==> src/ecppr_pkg.sv <==
// package: offsets, fields, modes and carriers of the parallel port register bank
package ecppr_pkg;
  localparam logic [10:0] OFS_DATA = 11'h000;
  localparam logic [10:0] OFS_STATUS = 11'h001;
  localparam logic [10:0] OFS_CONTROL = 11'h002;
  localparam logic [10:0] OFS_FIFO = 11'h400;
  localparam logic [10:0] OFS_INFO_B = 11'h401;
  localparam logic [10:0] OFS_EXT_CTRL = 11'h402;
  localparam logic [7:0] INFO_A_VALUE = 8'h10;
  localparam logic [7:0] DATA_RESET = 8'h00;
  localparam logic [5:0] CONTROL_RESET = 6'h00;
  localparam logic [2:0] EXT_MODE_RESET = 3'h0;
  localparam int EXT_MODE_LSB = 5;
  localparam int EXT_DMA_BIT = 3;
  localparam int EXT_SERVICE_BIT = 2;
  localparam int EXT_FULL_BIT = 1;
  localparam int EXT_EMPTY_BIT = 0;
  localparam int CTL_STROBE = 0;
  localparam int CTL_AUTOFEED = 1;
  localparam int CTL_INIT = 2;
  localparam int CTL_SELECT = 3;
  localparam int CTL_ACK_IRQ = 4;
  localparam int CTL_DIRECTION = 5;
  localparam int INFO_B_IRQ_BIT = 6;
  localparam int FIFO_DEPTH = 16;
  localparam logic [4:0] TX_SPACE_THRESHOLD = 5'h08;
  localparam logic [4:0] RX_FILL_THRESHOLD = 5'h08;
  localparam int HS_STROBE_CYCLES = 2;
  typedef enum logic [2:0] {
    ECPPR_MODE_STANDARD = 3'h0,
    ECPPR_MODE_BIDIR = 3'h1,
    ECPPR_MODE_FIFO = 3'h2,
    ECPPR_MODE_ECP = 3'h3,
    ECPPR_MODE_EPP = 3'h4,
    ECPPR_MODE_RSVD = 3'h5,
    ECPPR_MODE_TEST = 3'h6,
    ECPPR_MODE_CONFIG = 3'h7
  } ecppr_mode_t;
  typedef struct packed {
    logic tag;
    logic [7:0] data;
  } ecppr_entry_t;
endpackage : ecppr_pkg

==> src/ecppr_top.sv <==
// top: mode-dependent register bank, shared fifo and automatic cable transfer
`timescale 1ns/1ps
`default_nettype none
module ecppr_top #(
  parameter int DEPTH = ecppr_pkg::FIFO_DEPTH
) (
  input wire logic CLOCK_IN,
  input wire logic RSTN_IN,
  input wire logic [10:0] ADDR_IN,
  input wire logic AEN_IN,
  input wire logic IO_READ_STROBE_N_IN,
  input wire logic IO_WRITE_STROBE_N_IN,
  input wire logic [7:0] HOST_DATA_IN,
  output logic [7:0] HOST_DATA_OUT,
  output logic HOST_DATA_OE_N_OUT,
  input wire logic [7:0] CABLE_DATA_LINES_IN,
  output logic [7:0] CABLE_DATA_LINES_OUT,
  output logic CABLE_DATA_LINES_OE_N_OUT,
  input wire logic FAULT_IN_N_IN,
  input wire logic SELECT_IN,
  input wire logic PAPER_ERROR_IN_IN,
  input wire logic ACKNOWLEDGE_IN_N_IN,
  input wire logic BUSY_IN,
  input wire logic EPP_ENABLED_IN,
  output logic STROBE_OUT_N_OUT,
  output logic AUTOFEED_OUT_N_OUT,
  output logic INITIALIZE_OUT_N_OUT,
  output logic SELECT_IN_OUT_N_OUT,
  output logic IRQ_OUT,
  output logic ECP_MODE_OUT
);
  localparam int PW = $clog2(DEPTH);
  // reset release
  logic [1:0] rst_sync_reg;
  logic rst_n;
  always_ff @(posedge CLOCK_IN or negedge RSTN_IN) begin
    if (!RSTN_IN) begin
      rst_sync_reg <= 2'h0;
    end else begin
      rst_sync_reg <= {rst_sync_reg[0], 1'b1};
    end
  end
  assign rst_n = rst_sync_reg[1];

  // pin synchronisers: three stages, change counts when stages two and three agree
  // cable data has its own synchroniser below
  localparam int NPIN = 7;
  logic [NPIN-1:0] pin_raw;
  logic [NPIN-1:0] pin_s1_reg;
  logic [NPIN-1:0] pin_s2_reg;
  logic [NPIN-1:0] pin_s3_reg;
  logic [NPIN-1:0] pin_reg;
  assign pin_raw = {IO_READ_STROBE_N_IN, IO_WRITE_STROBE_N_IN, FAULT_IN_N_IN, SELECT_IN,
                    PAPER_ERROR_IN_IN, ACKNOWLEDGE_IN_N_IN, BUSY_IN};
  logic [7:0] cab_s1_reg;
  logic [7:0] cab_s2_reg;
  logic [7:0] cab_s3_reg;
  logic [7:0] cab_reg;
  always_ff @(posedge CLOCK_IN or negedge rst_n) begin
    if (!rst_n) begin
      pin_s1_reg <= '1;
      pin_s2_reg <= '1;
      pin_s3_reg <= '1;
      pin_reg <= '1;
      cab_s1_reg <= 8'h00;
      cab_s2_reg <= 8'h00;
      cab_s3_reg <= 8'h00;
      cab_reg <= 8'h00;
    end else begin
      pin_s1_reg <= pin_raw;
      pin_s2_reg <= pin_s1_reg;
      pin_s3_reg <= pin_s2_reg;
      for (int i = 0; i < NPIN; i++) begin
        if (pin_s2_reg[i] == pin_s3_reg[i]) begin
          pin_reg[i] <= pin_s3_reg[i];
        end
      end
      cab_s1_reg <= CABLE_DATA_LINES_IN;
      cab_s2_reg <= cab_s1_reg;
      cab_s3_reg <= cab_s2_reg;
      for (int i = 0; i < 8; i++) begin
        if (cab_s2_reg[i] == cab_s3_reg[i]) begin
          cab_reg[i] <= cab_s3_reg[i];
        end
      end
    end
  end
  logic ior_n, iow_n, fault_n, sel, perr, ack_n, busy;
  assign ior_n = pin_reg[6];
  assign iow_n = pin_reg[5];
  assign fault_n = pin_reg[4];
  assign sel = pin_reg[3];
  assign perr = pin_reg[2];
  assign ack_n = pin_reg[1];
  assign busy = pin_reg[0];

  // bus strobes: address and data sampled every cycle a synchronised strobe is low; reads decode the live address
  logic iow_d_reg, ior_d_reg;
  logic [10:0] addr_reg;
  logic [7:0] wdata_reg;
  logic aen_reg;
  always_ff @(posedge CLOCK_IN or negedge rst_n) begin
    if (!rst_n) begin
      iow_d_reg <= 1'b1;
      ior_d_reg <= 1'b1;
      addr_reg <= 11'h000;
      wdata_reg <= 8'h00;
      aen_reg <= 1'b1;
    end else begin
      iow_d_reg <= iow_n;
      ior_d_reg <= ior_n;
      if (!iow_n || !ior_n) begin
        addr_reg <= ADDR_IN;
        wdata_reg <= HOST_DATA_IN;
        aen_reg <= AEN_IN;
      end
    end
  end
  logic wr_pulse, rd_start;
  assign wr_pulse = iow_n && !iow_d_reg && !aen_reg;
  assign rd_start = !ior_n && ior_d_reg && !AEN_IN;

  function automatic logic hit(input logic [10:0] a, input logic [10:0] ofs, input logic en);
    hit = (a == ofs) && en;
  endfunction : hit

  // registers
  logic [7:0] data_reg;
  logic [5:0] ctl_reg;
  logic [2:0] mode_reg;
  logic dma_reg;
  logic service_reg;
  ecppr_pkg::ecppr_mode_t mode;
  assign mode = ecppr_pkg::ecppr_mode_t'(mode_reg);
  logic direction_in;
  assign direction_in = ctl_reg[ecppr_pkg::CTL_DIRECTION] &&
      !(mode == ecppr_pkg::ECPPR_MODE_STANDARD || mode == ecppr_pkg::ECPPR_MODE_FIFO);

  logic wr_data, wr_ctl, wr_ext, wr_fifo, wr_addr;
  assign wr_data = wr_pulse && hit(addr_reg, ecppr_pkg::OFS_DATA,
      mode == ecppr_pkg::ECPPR_MODE_STANDARD || mode == ecppr_pkg::ECPPR_MODE_BIDIR);
  assign wr_addr = wr_pulse && hit(addr_reg, ecppr_pkg::OFS_DATA,
      mode == ecppr_pkg::ECPPR_MODE_ECP && !direction_in);
  assign wr_ctl = wr_pulse && hit(addr_reg, ecppr_pkg::OFS_CONTROL, 1'b1);
  assign wr_ext = wr_pulse && hit(addr_reg, ecppr_pkg::OFS_EXT_CTRL, 1'b1);
  assign wr_fifo = wr_pulse && hit(addr_reg, ecppr_pkg::OFS_FIFO,
      mode == ecppr_pkg::ECPPR_MODE_FIFO || mode == ecppr_pkg::ECPPR_MODE_ECP ||
      mode == ecppr_pkg::ECPPR_MODE_TEST);

  always_ff @(posedge CLOCK_IN or negedge rst_n) begin
    if (!rst_n) begin
      data_reg <= ecppr_pkg::DATA_RESET;
    end else if (wr_data) begin
      data_reg <= wdata_reg;
    end
  end
  always_ff @(posedge CLOCK_IN or negedge rst_n) begin
    if (!rst_n) begin
      ctl_reg <= ecppr_pkg::CONTROL_RESET;
    end else if (wr_ctl) begin
      ctl_reg <= wdata_reg[5:0];
    end
  end
  always_ff @(posedge CLOCK_IN or negedge rst_n) begin
    if (!rst_n) begin
      mode_reg <= ecppr_pkg::EXT_MODE_RESET;
      dma_reg <= 1'b0;
    end else if (wr_ext) begin
      mode_reg <= wdata_reg[ecppr_pkg::EXT_MODE_LSB +: 3];
      dma_reg <= wdata_reg[ecppr_pkg::EXT_DMA_BIT];
    end
  end

  // shared fifo with tag bit
  ecppr_pkg::ecppr_entry_t mem [DEPTH];
  logic [PW-1:0] wp_reg, rp_reg;
  logic [PW:0] cnt_reg;
  logic full, empty;
  logic [7:0] last_rd_reg;
  assign full = cnt_reg == (PW+1)'(DEPTH);
  assign empty = cnt_reg == '0;
  logic push, pop, rd_fifo, cap_push, tx_pop;
  ecppr_pkg::ecppr_entry_t push_entry;
  logic fifo_mode;
  assign fifo_mode = mode == ecppr_pkg::ECPPR_MODE_FIFO || mode == ecppr_pkg::ECPPR_MODE_ECP ||
                     mode == ecppr_pkg::ECPPR_MODE_TEST;
  assign rd_fifo = rd_start && hit(ADDR_IN, ecppr_pkg::OFS_FIFO, fifo_mode);
  // host writes take priority; a capture on the same cycle is lost
  assign push = ((wr_fifo || wr_addr) && !full) || (cap_push && !full);
  assign push_entry.tag = wr_addr;
  assign push_entry.data = (wr_fifo || wr_addr) ? wdata_reg : cab_reg;
  assign pop = (rd_fifo || tx_pop) && !empty;
  always_ff @(posedge CLOCK_IN) begin
    if (push) begin
      mem[wp_reg] <= push_entry;
    end
  end
  always_ff @(posedge CLOCK_IN or negedge rst_n) begin
    if (!rst_n) begin
      wp_reg <= '0;
      rp_reg <= '0;
      cnt_reg <= '0;
      last_rd_reg <= 8'h00;
    end else if (!fifo_mode) begin
      // leaving the fifo modes discards any leftover bytes
      wp_reg <= '0;
      rp_reg <= '0;
      cnt_reg <= '0;
    end else begin
      if (push) begin
        wp_reg <= PW'(wp_reg + 1'b1);
      end
      if (pop) begin
        rp_reg <= PW'(rp_reg + 1'b1);
        last_rd_reg <= mem[rp_reg].data;
      end
      cnt_reg <= (PW+1)'(cnt_reg + push - pop);
    end
  end

  // two-entry output buffer between fifo head and cable sequencer
  ecppr_pkg::ecppr_entry_t ob_q [2];
  logic [1:0] ob_cnt_reg;
  logic ob_valid, ob_ready, ob_in_ready, ob_take;
  logic fwd_mode;
  assign fwd_mode = (mode == ecppr_pkg::ECPPR_MODE_FIFO ||
                     mode == ecppr_pkg::ECPPR_MODE_ECP) && !direction_in;
  assign ob_in_ready = ob_cnt_reg != 2'h2;
  assign tx_pop = fwd_mode && ob_in_ready && !rd_fifo;
  assign ob_valid = ob_cnt_reg != 2'h0;
  always_ff @(posedge CLOCK_IN or negedge rst_n) begin
    if (!rst_n) begin
      ob_cnt_reg <= 2'h0;
      ob_q[0] <= '0;
      ob_q[1] <= '0;
    end else if (!fwd_mode) begin
      ob_cnt_reg <= 2'h0;
    end else begin
      if (ob_take) begin
        ob_q[0] <= ob_q[1];
      end
      if (tx_pop && !empty) begin
        if (ob_cnt_reg == 2'h0 || (ob_cnt_reg == 2'h1 && ob_take)) begin
          ob_q[0] <= mem[rp_reg];
        end else begin
          ob_q[1] <= mem[rp_reg];
        end
      end
      ob_cnt_reg <= 2'(ob_cnt_reg + (tx_pop && !empty) - ob_take);
    end
  end

  // cable sequencer: forward handshake and ecp reverse capture
  typedef enum logic [1:0] {
    ECPPR_IDLE = 2'b00,
    ECPPR_SETUP = 2'b01,
    ECPPR_STROBE = 2'b11,
    ECPPR_WAIT = 2'b10
  } ecppr_seq_t;
  ecppr_seq_t seq_reg;
  logic [7:0] tx_data_reg;
  logic tx_tag_reg;
  logic [1:0] hs_cnt_reg;
  logic hs_strobe_reg, hs_hostack_reg;
  assign ob_ready = seq_reg == ECPPR_IDLE && !busy;
  assign ob_take = ob_valid && ob_ready;
  assign cap_push = mode == ecppr_pkg::ECPPR_MODE_ECP && direction_in &&
                    seq_reg == ECPPR_SETUP;
  always_ff @(posedge CLOCK_IN or negedge rst_n) begin
    if (!rst_n) begin
      seq_reg <= ECPPR_IDLE;
      tx_data_reg <= 8'h00;
      tx_tag_reg <= 1'b0;
      hs_cnt_reg <= 2'h0;
      hs_strobe_reg <= 1'b0;
      hs_hostack_reg <= 1'b0;
    end else if (mode == ecppr_pkg::ECPPR_MODE_ECP && direction_in) begin
      // reverse: hostack asserted while ready, byte latched when ack falls
      hs_strobe_reg <= 1'b0;
      unique case (seq_reg)
        ECPPR_IDLE: begin
          hs_hostack_reg <= !full;
          if (!full && !ack_n) begin
            seq_reg <= ECPPR_SETUP;
          end
        end
        ECPPR_SETUP: begin
          hs_hostack_reg <= 1'b0;
          seq_reg <= ECPPR_WAIT;
        end
        ECPPR_WAIT: begin
          if (ack_n) begin
            seq_reg <= ECPPR_IDLE;
          end
        end
        ECPPR_STROBE: begin
          seq_reg <= ECPPR_IDLE;
        end
      endcase
    end else if (!fwd_mode) begin
      seq_reg <= ECPPR_IDLE;
      hs_strobe_reg <= 1'b0;
      hs_hostack_reg <= 1'b0;
    end else begin
      unique case (seq_reg)
        ECPPR_IDLE: begin
          if (ob_take) begin
            tx_data_reg <= ob_q[0].data;
            tx_tag_reg <= ob_q[0].tag;
            hs_hostack_reg <= ob_q[0].tag; // address bytes flagged on autofeed
            seq_reg <= ECPPR_SETUP;
          end
        end
        ECPPR_SETUP: begin
          hs_strobe_reg <= 1'b1;
          hs_cnt_reg <= 2'(ecppr_pkg::HS_STROBE_CYCLES);
          seq_reg <= ECPPR_STROBE;
        end
        ECPPR_STROBE: begin
          if (hs_cnt_reg != 2'h0) begin
            hs_cnt_reg <= 2'(hs_cnt_reg - 1'b1);
          end else if (busy) begin
            // busy seen through the synchroniser, so never strobe again before it rose
            hs_strobe_reg <= 1'b0;
            seq_reg <= ECPPR_WAIT;
          end
        end
        ECPPR_WAIT: begin
          if (!busy) begin
            hs_hostack_reg <= 1'b0;
            seq_reg <= ECPPR_IDLE;
          end
        end
      endcase
    end
  end

  // service flag: test mode thresholds; set wins over a software clear
  logic [PW:0] free_cnt;
  logic svc_set;
  assign free_cnt = (PW+1)'((PW+1)'(DEPTH) - cnt_reg);
  assign svc_set = mode == ecppr_pkg::ECPPR_MODE_TEST &&
      (direction_in ? (cnt_reg >= (PW+1)'(ecppr_pkg::RX_FILL_THRESHOLD))
                    : (free_cnt >= (PW+1)'(ecppr_pkg::TX_SPACE_THRESHOLD)));
  always_ff @(posedge CLOCK_IN or negedge rst_n) begin
    if (!rst_n) begin
      service_reg <= 1'b1;
    end else if (svc_set) begin
      service_reg <= 1'b1;
    end else if (wr_ext) begin
      service_reg <= wdata_reg[ecppr_pkg::EXT_SERVICE_BIT];
    end
  end

  // acknowledge interrupt: rising edge of acknowledge when enabled
  logic ack_d_reg, irq_reg;
  always_ff @(posedge CLOCK_IN or negedge rst_n) begin
    if (!rst_n) begin
      ack_d_reg <= 1'b1;
      irq_reg <= 1'b0;
    end else begin
      ack_d_reg <= ack_n;
      irq_reg <= ctl_reg[ecppr_pkg::CTL_ACK_IRQ] && ack_n && !ack_d_reg;
    end
  end
  assign IRQ_OUT = irq_reg;

  // read mux, latched at the falling read strobe
  logic [7:0] rd_val;
  always_comb begin
    rd_val = 8'h00;
    if (hit(ADDR_IN, ecppr_pkg::OFS_DATA,
            mode == ecppr_pkg::ECPPR_MODE_STANDARD || mode == ecppr_pkg::ECPPR_MODE_BIDIR)) begin
      rd_val = cab_reg;
    end else if (hit(ADDR_IN, ecppr_pkg::OFS_STATUS, 1'b1)) begin
      rd_val = {!busy, ack_n, perr, sel, fault_n, 3'b000};
    end else if (hit(ADDR_IN, ecppr_pkg::OFS_CONTROL, 1'b1)) begin
      rd_val = {2'b00, ctl_reg};
    end else if (hit(ADDR_IN, ecppr_pkg::OFS_FIFO, fifo_mode)) begin
      rd_val = empty ? last_rd_reg : mem[rp_reg].data;
    end else if (hit(ADDR_IN, ecppr_pkg::OFS_FIFO, mode == ecppr_pkg::ECPPR_MODE_CONFIG)) begin
      rd_val = ecppr_pkg::INFO_A_VALUE;
    end else if (hit(ADDR_IN, ecppr_pkg::OFS_INFO_B, mode == ecppr_pkg::ECPPR_MODE_CONFIG)) begin
      rd_val = 8'h00;
      rd_val[ecppr_pkg::INFO_B_IRQ_BIT] = irq_reg;
    end else if (hit(ADDR_IN, ecppr_pkg::OFS_EXT_CTRL, 1'b1)) begin
      rd_val = {mode_reg, 1'b0, dma_reg, service_reg, full, empty};
    end
  end
  logic [7:0] hrd_reg;
  logic hoe_reg;
  always_ff @(posedge CLOCK_IN or negedge rst_n) begin
    if (!rst_n) begin
      hrd_reg <= 8'h00;
      hoe_reg <= 1'b1;
    end else begin
      if (rd_start) begin
        hrd_reg <= rd_val;
        hoe_reg <= 1'b0;
      end else if (ior_n) begin
        hoe_reg <= 1'b1;
      end
    end
  end
  assign HOST_DATA_OUT = hrd_reg;
  assign HOST_DATA_OE_N_OUT = hoe_reg;

  // cable outputs
  logic auto_mode;
  assign auto_mode = fwd_mode || (mode == ecppr_pkg::ECPPR_MODE_ECP && direction_in);
  always_comb begin
    if (mode == ecppr_pkg::ECPPR_MODE_STANDARD || mode == ecppr_pkg::ECPPR_MODE_BIDIR) begin
      CABLE_DATA_LINES_OUT = data_reg;
    end else if (mode == ecppr_pkg::ECPPR_MODE_TEST) begin
      CABLE_DATA_LINES_OUT = last_rd_reg;
    end else begin
      CABLE_DATA_LINES_OUT = tx_data_reg;
    end
  end
  assign CABLE_DATA_LINES_OE_N_OUT = direction_in;
  assign STROBE_OUT_N_OUT = auto_mode ? !hs_strobe_reg : !ctl_reg[ecppr_pkg::CTL_STROBE];
  assign AUTOFEED_OUT_N_OUT = auto_mode ? !hs_hostack_reg
                                        : !ctl_reg[ecppr_pkg::CTL_AUTOFEED];
  assign INITIALIZE_OUT_N_OUT = ctl_reg[ecppr_pkg::CTL_INIT];
  assign SELECT_IN_OUT_N_OUT = !ctl_reg[ecppr_pkg::CTL_SELECT];
  assign ECP_MODE_OUT = mode == ecppr_pkg::ECPPR_MODE_ECP ||
                        (mode == ecppr_pkg::ECPPR_MODE_EPP && EPP_ENABLED_IN);
endmodule : ecppr_top
`default_nettype wire

==> config.mk <==
export PLATFORM = sky130hd
export DESIGN_NAME = ecppr_top
export DESIGN_NICKNAME = d
export VERILOG_FILES = /design/src/ecppr_pkg.sv /design/src/ecppr_top.sv
export SDC_FILE = /design/constraint.sdc
export NUM_CORES = 1
export LEC_CHECK = 0
export ABC_AREA = 1
export BUFFER_PORTS_ARGS = -buffer_cell sky130_fd_sc_hd__buf_2
export CAP_MARGIN = 20
export CORE_MARGIN = 2
export CORE_UTILIZATION = 66
export DETAILED_ROUTE_END_ITERATION = 10
export PLACE_DENSITY_LB_ADDON = 0.05
export SYNTH_ARGS = -nofsm -noshare
export SYNTH_HDL_FRONTEND = slang
export SYNTH_SLANG_ARGS = --single-unit
export TNS_END_PERCENT = 20
==> constraint.sdc <==
create_clock -name CLOCK_IN -period 12.8 [get_ports CLOCK_IN]
set_input_delay 1.92 -clock CLOCK_IN [delete_from_list [all_inputs] [get_ports CLOCK_IN]]
set_output_delay 1.92 -clock CLOCK_IN [all_outputs]
set_load 0.005 [all_outputs]
# ---- Word-level counts from Yosys, hierarchy flattened
# Memories as Yosys holds them, arrays and structs flattened.
# Cells that the tools add are included.
dict set report totals {
  mem_count 1
  ff_bits 169
  elab_cells 246
  ramBits 144
  inputBits 38
  output_inout_bits 24
}
# name depth width read_ports rd_ports_with_merged_regs write_ports line_no
set mem_list {}
lappend mem_list {mem 16 9 1 0 1 ecppr_top.sv:175} ;# ecppr_pkg::ecppr_entry_t mem [DEPTH];
dict set report classes {
  n_eq_ne 47
  reduce_logical 83
  n_lt_le_gt_ge 2
  muxes 53
  addsub 8
  bitwise 2
}
# cell count
set op_table {}
lappend op_table {{$mux 8} 11}
lappend op_table {{$eq 11x11->1 const B} 5}
lappend op_table {{$logic_and 1x1->1} 36}
lappend op_table {{$mux 9} 3}
lappend op_table {{$eq 11x2->1 const B} 2}
lappend op_table {{$logic_not 11->1} 2}
lappend op_table {{$mux 2} 10}
lappend op_table {{$logic_not 1->1} 18}
lappend op_table {{$mux 18} 1}
lappend op_table {{$mux 1} 17}
lappend op_table {{$mux 4} 4}
lappend op_table {{$pmux 2 s4} 2}
lappend op_table {{$eq 1x1->1} 15}
lappend op_table {{$ne 4x4->1 const B} 3}
lappend op_table {{$reduce_and 4->1} 3}
lappend op_table {{$eq 11x1->1 const B} 1}
lappend op_table {{$logic_or 1x1->1} 11}
lappend op_table {{$ge 5x4->1 const B} 2}
lappend op_table {{$reduce_bool 2->1} 5}
lappend op_table {{$eq 3x3->1 const B} 3}
lappend op_table {{$add 4x1->4 const B} 2}
lappend op_table {{$ne 2x2->1 const B} 4}
lappend op_table {{$ne 4x1->1 const B} 2}
lappend op_table {{$eq 3x2->1 const B} 2}
lappend op_table {{other kinds (23)} 31}

# ---- Longest topological paths before layout
# Gate-level depths: netlist of run 1.
dict set report logic_depth {
  depth_word 14
  depth_mapped 18
}

# ---- Worst setup path before layout of run 1
# Ideal clock, no wire load.
dict set report synth_timing {
  path_type {input-to-reg}
  start {in ADDR_IN[3]}
  end {reg cnt_reg[4]}
  required_ns 12.676
  t_arrival_ns 4.192
  path_stages 16
  setup_slack_ns 8.484
  path_cell_list {nor2_1 > nand2_1 > nor3_4 > nand4_4 > nand2_1 > nand2_2 > inv_1 > ha_1 > inv_1 > ha_1 > inv_1 > fa_1 > o21bai_1 > a21oi_1 > o21ai_0 > a21oi_1}
}
dict set report synth_between {
  elab_chain_len 9
}
# item line_no
set synth_lines {}
lappend synth_lines {{start: declaration} ecppr_top.sv:9} ;# input wire logic [10:0] ADDR_IN,
lappend synth_lines {{$eq 11x11->1 *} ecppr_top.sv:124} ;# hit = (a == ofs) && en;
lappend synth_lines {{$logic_and 1x1->1 *} ecppr_top.sv:124}
lappend synth_lines {{$logic_and 1x1->1 *} ecppr_top.sv:187} ;# assign rd_fifo = rd_start && hit(ADDR_IN, ecppr_pkg::OFS_FIFO, fifo_mode);
lappend synth_lines {{$logic_not 1->1} ecppr_top.sv:229} ;# assign tx_pop = fwd_mode && ob_in_ready && !rd_fifo;
lappend synth_lines {{$logic_and 1x1->1} ecppr_top.sv:229}
lappend synth_lines {{$logic_or 1x1->1 *} ecppr_top.sv:192} ;# assign pop = (rd_fifo || tx_pop) && !empty;
lappend synth_lines {{$logic_and 1x1->1 *} ecppr_top.sv:192}
lappend synth_lines {{$sub 5x1->5 *} ecppr_top.sv:217} ;# cnt_reg <= (PW+1)'(cnt_reg + push - pop);
lappend synth_lines {{$mux 5 *} ecppr_top.sv:204} ;# end else if (!fifo_mode) begin
lappend synth_lines {{end signal: assignment} ecppr_top.sv:217}
lappend synth_lines {{end: declaration} ecppr_top.sv:177} ;# logic [PW:0] cnt_reg;
# Every way passes the cells marked *; elsewhere a longest branch is shown, timed or not.
# A chain may end at the register's enable or synchronous reset.

# ---- Worst setup path in the final report of run 1
# Ends and elaborated chain as after synthesis.

==> impl_metrics.ini, run 1 <==
[grt]
gr-total-overflow = 0
grt_max_degree = 71
grt_pass1_vias = 9195
antenna_found_initial = 0
grt_pass1_wl_mm = 48.73
grt_usage_pct = 28.88

[synth]
yosysTopAreaCell = edfxtp_1
synth_top_area_share_pct = 31.73
synthCells = 1369
synth_most_common_cell = nand2_1
synth_fp_nets = 1427
synth_common_cells = nand2_1 (365), inv_1 (148), edfxtp_1 (144)
synth_edf_count = 144
ys_types = 48
ys_warn_count = 0
syn_area_sq_mm = 0.01363
synth-seq-area-share_pct = 63.07
synth_ff_type = edfxtp_1
ys_async_sr_fraction_pct = 53.99
ys_top_cells_by_area = edfxtp_1 (32%), dfrtp_1 (25%), nand2_1 (10%), dfstp_2 (6.6%), nand3_1 (4.6%)
synth-seq-cells = 313
syn_area_per_cell_sq_um = 9.955

[place]
place_hpwl_mm = 20.43
placed_area_sq_mm = 0.01419
post-place-ws_ps = 7887
port_buffers = 61
dp.cells = 1669
gp_congestion = 0.8947

[timing]
tightest_slew_ps = 973.4
drv_slew = 0
hold_viol_final = 0
fmaxAchievable_mhz = 228.2
finalSetupViolations = 0
hold_slack_ps = 271.6
skew_ps = 18.03
setup_tns_ps = 0
relSlewSlack_pct = 34.86
rsz0062_at_grt = no
min_period_ps = 4381
setup_ws_ps = 8419
fin_crit_sh_pct = 34.23

[cells_and_area]
area_delta_synth_final_pct = 11.79
final.fill_count = 1381
final_nets = 1492
drive_above_1_share_pct = 14.19
largest_reg_flops = 144
antenna_cells = 0
final_cells = 1729
final_area_sq_mm = 0.01523
final_util_pct = 75.29

[cts]
cts.hold.buffers_added = 0
clock_path_buffers = 3
clk_latency_ps = 570
cts_max_level = 1
cts.clk_slew.worst_paths_ps = 60
ctsResizeCount = 0
clockRootBuffer = clkbuf_16
numCtsBuffers = 31
post_cts_buffers = 0
cts.sink_count = 313
cts_tree = done

[setup_path]
r2r_start = cnt_reg[2]
arrival_ps = 4840
cpPeakStageDelay_ps = 440
crit_path_max_fanout = 18
startpoint = ADDR_IN[3]
cp_common_cell = inv_1
worst_setup_path_end_kind = flop
required_ps = 13260
crit_chain = buf_2 -> nor2_1 -> nand2_1 -> nor3_4 -> nand4_4 -> nand2_1 -> nand2_2 -> inv_1 -> ha_1 -> inv_1 -> ha_1 -> inv_1 -> fa_1 -> o21bai_1 -> a21oi_1 -> o21ai_0 -> a21oi_1
critPathSlowestCell = nor3_4
cp-start-kind = input port
worstSetupPathType = input port to flop

[floorplanning]
row_count = 52
initial_core_util_pct = 67.35
coreArea_sq_mm = 0.02023
dieArea_sq_mm = 0.02181
die_h_microns = 147.7
pin_count = 62
die_w_microns = 147.7

[run_status]
outcome = finished clean

[pwr]
powerDensity_mw_per_mm2 = 136.9
p_leak_nw = 6.904
totalPowerFinal_mw = 2.085
peakVddDrop_uv = 131.8

[detailed_routing]
firstDrtPassIters = 6
antenna_left = 0
vias_per_cell = 5.650
drtIter0Drc = 972
vias = 9768
post_drt_wl_per_cell_microns = 17.68
wirelength_mm = 30.57
post-route-drc-count = 0

[worst_hold_path]
hp-class = flop to asynchronous set/reset pin

[job]
max_cap_viol_count = 0
routing by layer:
metal  vias to the layer above  part of all wire [%]  GRT usage [%]
li1                       4625                     -              -
met1                      4650                    43          43.16
met2                       398                    45          42.91
met3                        95                   7.5          4.568
met4                         0                   4.8          12.26
met5                         -                     0              0
power by group:
group	internal, mW	total (mW)	switching (mW)
Sequential	1.09	1.11	0.0204
Clock	0.515	0.887	0.371
Combinational	0.0299	0.0860	0.0561
critical path: cells and delay by family:
family | cells | cell delay, ps
compound gates | 4 | 460
simple gates | 6 | 1220
fa+ha+maj | 3 | 820
buf+inv | 4 | 410
area by class of cell:
class	instances	area (sq um)	area share (%)
sequential	313	8601	56.46
clock buffer	48	920.9	6.045
timing repair buffer	76	437.9	2.875
inverter	163	611.8	4.016
tap	270	337.8	2.217
multi-input combinational	849	4234	27.79
clock inverter	10	91.34	0.5995
path summary, 6_finish.rpt:
kind                                  end  slack, ps  cells after the start
setup / recovery               cnt_reg[4]       8420                     17
hold / removal              cab_s3_reg[3]        270                      0
setup reg to reg               cnt_reg[4]       9000                     16
hold reg to reg             cab_s3_reg[3]        270                      0
max in group asynchronous  last_rd_reg[2]      10510                      2
min in group CLOCK_IN       cab_s2_reg[3]        340                      0
layout by cell type, fill, tap and decap left out, drive strengths merged:
| cell | n |
|---|---|
| clkinv | 13 |
| fa | 1 |
| clkinvlp | 1 |
| o21a | 9 |
| o31ai | 1 |
| nand2 | 373 |
| maj3 | 15 |
| o21bai | 1 |
| bufinv | 1 |
| nor4 | 1 |
| nor3 | 11 |
| and3 | 1 |
| xor2 | 6 |
| nand4 | 13 |
| dfstp | 34 |
| or2 | 7 |
| conb | 1 |
| xnor2 | 1 |
| mux2i | 1 |
| buf | 76 |
| a31oi | 8 |
| clkbuf | 48 |
| a21o | 1 |
| mux2 | 11 |
| o22ai | 1 |
| nor3b | 2 |
| nor2 | 104 |
| inv | 158 |
| edfxtp | 144 |
| a211oi | 1 |
| a21oi | 38 |
| o21ai | 82 |
| o211ai | 11 |
| dfrtp | 135 |
| nand3 | 129 |
| ha | 19 |
kinds of logic after synthesis:
group	count (synthesis)	share of synthesized area, %
fa+ha+maj	35	2.993
mux	12	0.9824
buf+inv	207	5.857
compound gates	153	6.307
simple gates	641	20.31
xor+xnor	7	0.4499
flops	313	63.07
other cells	1	0.02752
Power figures use the tool's default switching activity.
==> inputs of run 2 (changes only) <==
--- a/config.mk
+++ b/config.mk
@@ -9,7 +9,7 @@
 export BUFFER_PORTS_ARGS = -buffer_cell sky130_fd_sc_hd__buf_2
 export CAP_MARGIN = 20
 export CORE_MARGIN = 2
-export CORE_UTILIZATION = 66
+export CORE_UTILIZATION = 55
 export DETAILED_ROUTE_END_ITERATION = 10
 export PLACE_DENSITY_LB_ADDON = 0.05
 export SYNTH_ARGS = -nofsm -noshare
==> constraint.sdc (replaced) <==
create_clock -name CLOCK_IN -period 3.6 [get_ports CLOCK_IN]
set_input_delay 0.54 -clock CLOCK_IN [delete_from_list [all_inputs] [get_ports CLOCK_IN]]
set_output_delay 0.54 -clock CLOCK_IN [all_outputs]
set_load 0.005 [all_outputs]
==> impl_metrics.ini, run 2 (synthesized netlist as in run 1, its figures left out) <==
[pwr]
p_sw_mw = 1.681
powerDensity_mw_per_mm2 = 498.1
p_clk_share_pct = 45.3
switching_share_pct = 21.56
peakVddDrop_uv = 484.8
seq_power_share_pct = 50.6
p_leak_nw = 7.111
combinationalPowerShare_pct = 4.1
internal_power_mw = 6.116

[timing]
min_period_ps = 3073
fmaxAchievable_mhz = 325.4
rsz0062_at_grt = no
tightest_slew_ps = 1012
drv_slew = 0
relSlewSlack_pct = 32.34
setup_ws_ps = 526.6
setup_tns_ps = 0
fin_crit_sh_pct = 85.37
finalSetupViolations = 0
hold_viol_final = 0
skew_ps = 17.47

[grt]
gr-total-overflow = 0
grt_max_degree = 81
grt_pass1_wl_mm = 50.91
grt_pass1_vias = 9145
antenna_found_initial = 0
grt_usage_pct = 25.40

[cts]
clock_path_buffers = 3
clockRootBuffer = clkbuf_16
clk_latency_ps = 510
cts_tree = done
cts_max_level = 2
numCtsBuffers = 35
ctsResizeCount = 0
cts.clk_slew.worst_paths_ps = 60
post_cts_buffers = 0
cts.sink_count = 313
cts.hold.buffers_added = 1

[setup_path]
arrival_ps = 3470
cp-start-kind = flop
crit_path_max_fanout = 7
worstSetupPathType = flop to flop
worst_setup_path_end_kind = flop
required_ps = 4000

[detailed_routing]
post_drt_wl_per_cell_microns = 17.72
antenna_left = 0
vias_per_cell = 5.275
post-route-drc-count = 0
firstDrtPassIters = 7
vias = 9563
drtIter0Drc = 983
wirelength_mm = 32.13

[floorplanning]
coreArea_sq_mm = 0.02432
die_h_microns = 161.4
dieArea_sq_mm = 0.02605
initial_core_util_pct = 56.04
pin_count = 62
row_count = 57
die_w_microns = 161.4

[worst_hold_path]
hp-class = input port to flop

[cells_and_area]
area_delta_synth_final_pct = 14.85
largest_reg_flops = 144
mostFrequentLayoutCells = nand2_1 (365), inv_1 (148), edfxtp_1 (144), dfrtp_1 (133), nand3_1 (126)
final_nets = 1521
final.fill_count = 1984
drive_above_1_share_pct = 16.39
final_common_cell = nand2_1
antenna_cells = 0

[place]
port_buffers = 61
post-place-ws_ps = 543.3
gp_congestion = 0.9077
place_hpwl_mm = 21.64

[job]
max_cap_viol_count = 0

[run_status]
outcome = finished clean
run 2: changes by cell type in the layout (fill, tap and decap cells not counted), moves of 2 or more:
cell       previous run  this run
buf_12                0         2
buf_4                14        37
bufinv_16             1         3
clkbuf_1             10         6
clkbuf_16            32        36
clkbuf_8              6         3
clkinv_2              6         8
inv_6                 0         2
o21ai_1              17        13
o21ai_2               0         4
run 2: power by group through the flow:
stage               logic [mW]  registers, mW  clock network (mW)
finish                   0.316           3.95                3.53
CTS                      0.320           3.95                3.58
global route             0.356           3.96                3.72
detailed placement       0.317           4.01                   0
global placement         0.312           4.01                   0
floorplan                0.143           4.02                   0
run 2: final cells by class:
class,instances,area (sq um),share of cell area [%]
flip-flops and latches,313,8601,54.95
well taps,324,405.4,2.590
clock buffers,46,969.7,6.195
clock inverters,17,182.7,1.167
repair buffers,101,633.1,4.045
inverters,163,611.8,3.909
multi-input cells,849,4249,27.15
run 2: per-stage QoR:
step | cell area (sq um) | util [%] | power (mW) | hold WS [ps] | instances
3_5_place_dp | 14490 | 59.58 | 4.331 | 281.8 | 1749
2_1_floorplan | 13630 | - | 4.160 | 244.4 | 1369
5_1_grt | 15650 | 64.36 | 8.038 | 106.5 | 1813
3_3_place_gp | 14490 | 59.58 | 4.325 | 280.4 | 1749
4_1_cts | 15650 | 64.36 | 7.853 | 110.6 | 1813
6_report | 15650 | 64.36 | 7.797 | 124.3 | 1813
run 2: critical path: stages, from the launching register on:
cell and delay (ps):
dfrtp_1 380, inv_1 140, ha_1 170, nor3b_1 310, ha_1 300, inv_1 170, nand2_2 150, ha_1 240
inv_1 50, ha_1 150, inv_1 50, fa_1 390, o21bai_1 150, a21oi_1 90, o21ai_0 150, a21oi_1 60
run 2: worst paths after layout:
path	startpoint	end	slack [ps]	cells past startpoint
hold reg to reg	rst_sync_reg[1]	cab_s2_reg[3]	270	0
hold / removal	IO_READ_STROBE_N_IN	pin_s1_reg[6]	120	1
max in group asynchronous	rst_sync_reg[1]	pin_s1_reg[5]	2470	1
setup reg to reg	cnt_reg[3]	cnt_reg[4]	530	15
min in group asynchronous	rst_sync_reg[1]	cab_s2_reg[3]	270	0
setup / recovery	cnt_reg[3]	cnt_reg[4]	530	15
run 2: metal layers:
layer / global-route usage (%) / part of all wire [%]
met5: 0 / 0
met4: 6.696 / 1.8
met3: 3.518 / 5.3
met2: 39.22 / 45
met1: 38.25 / 48
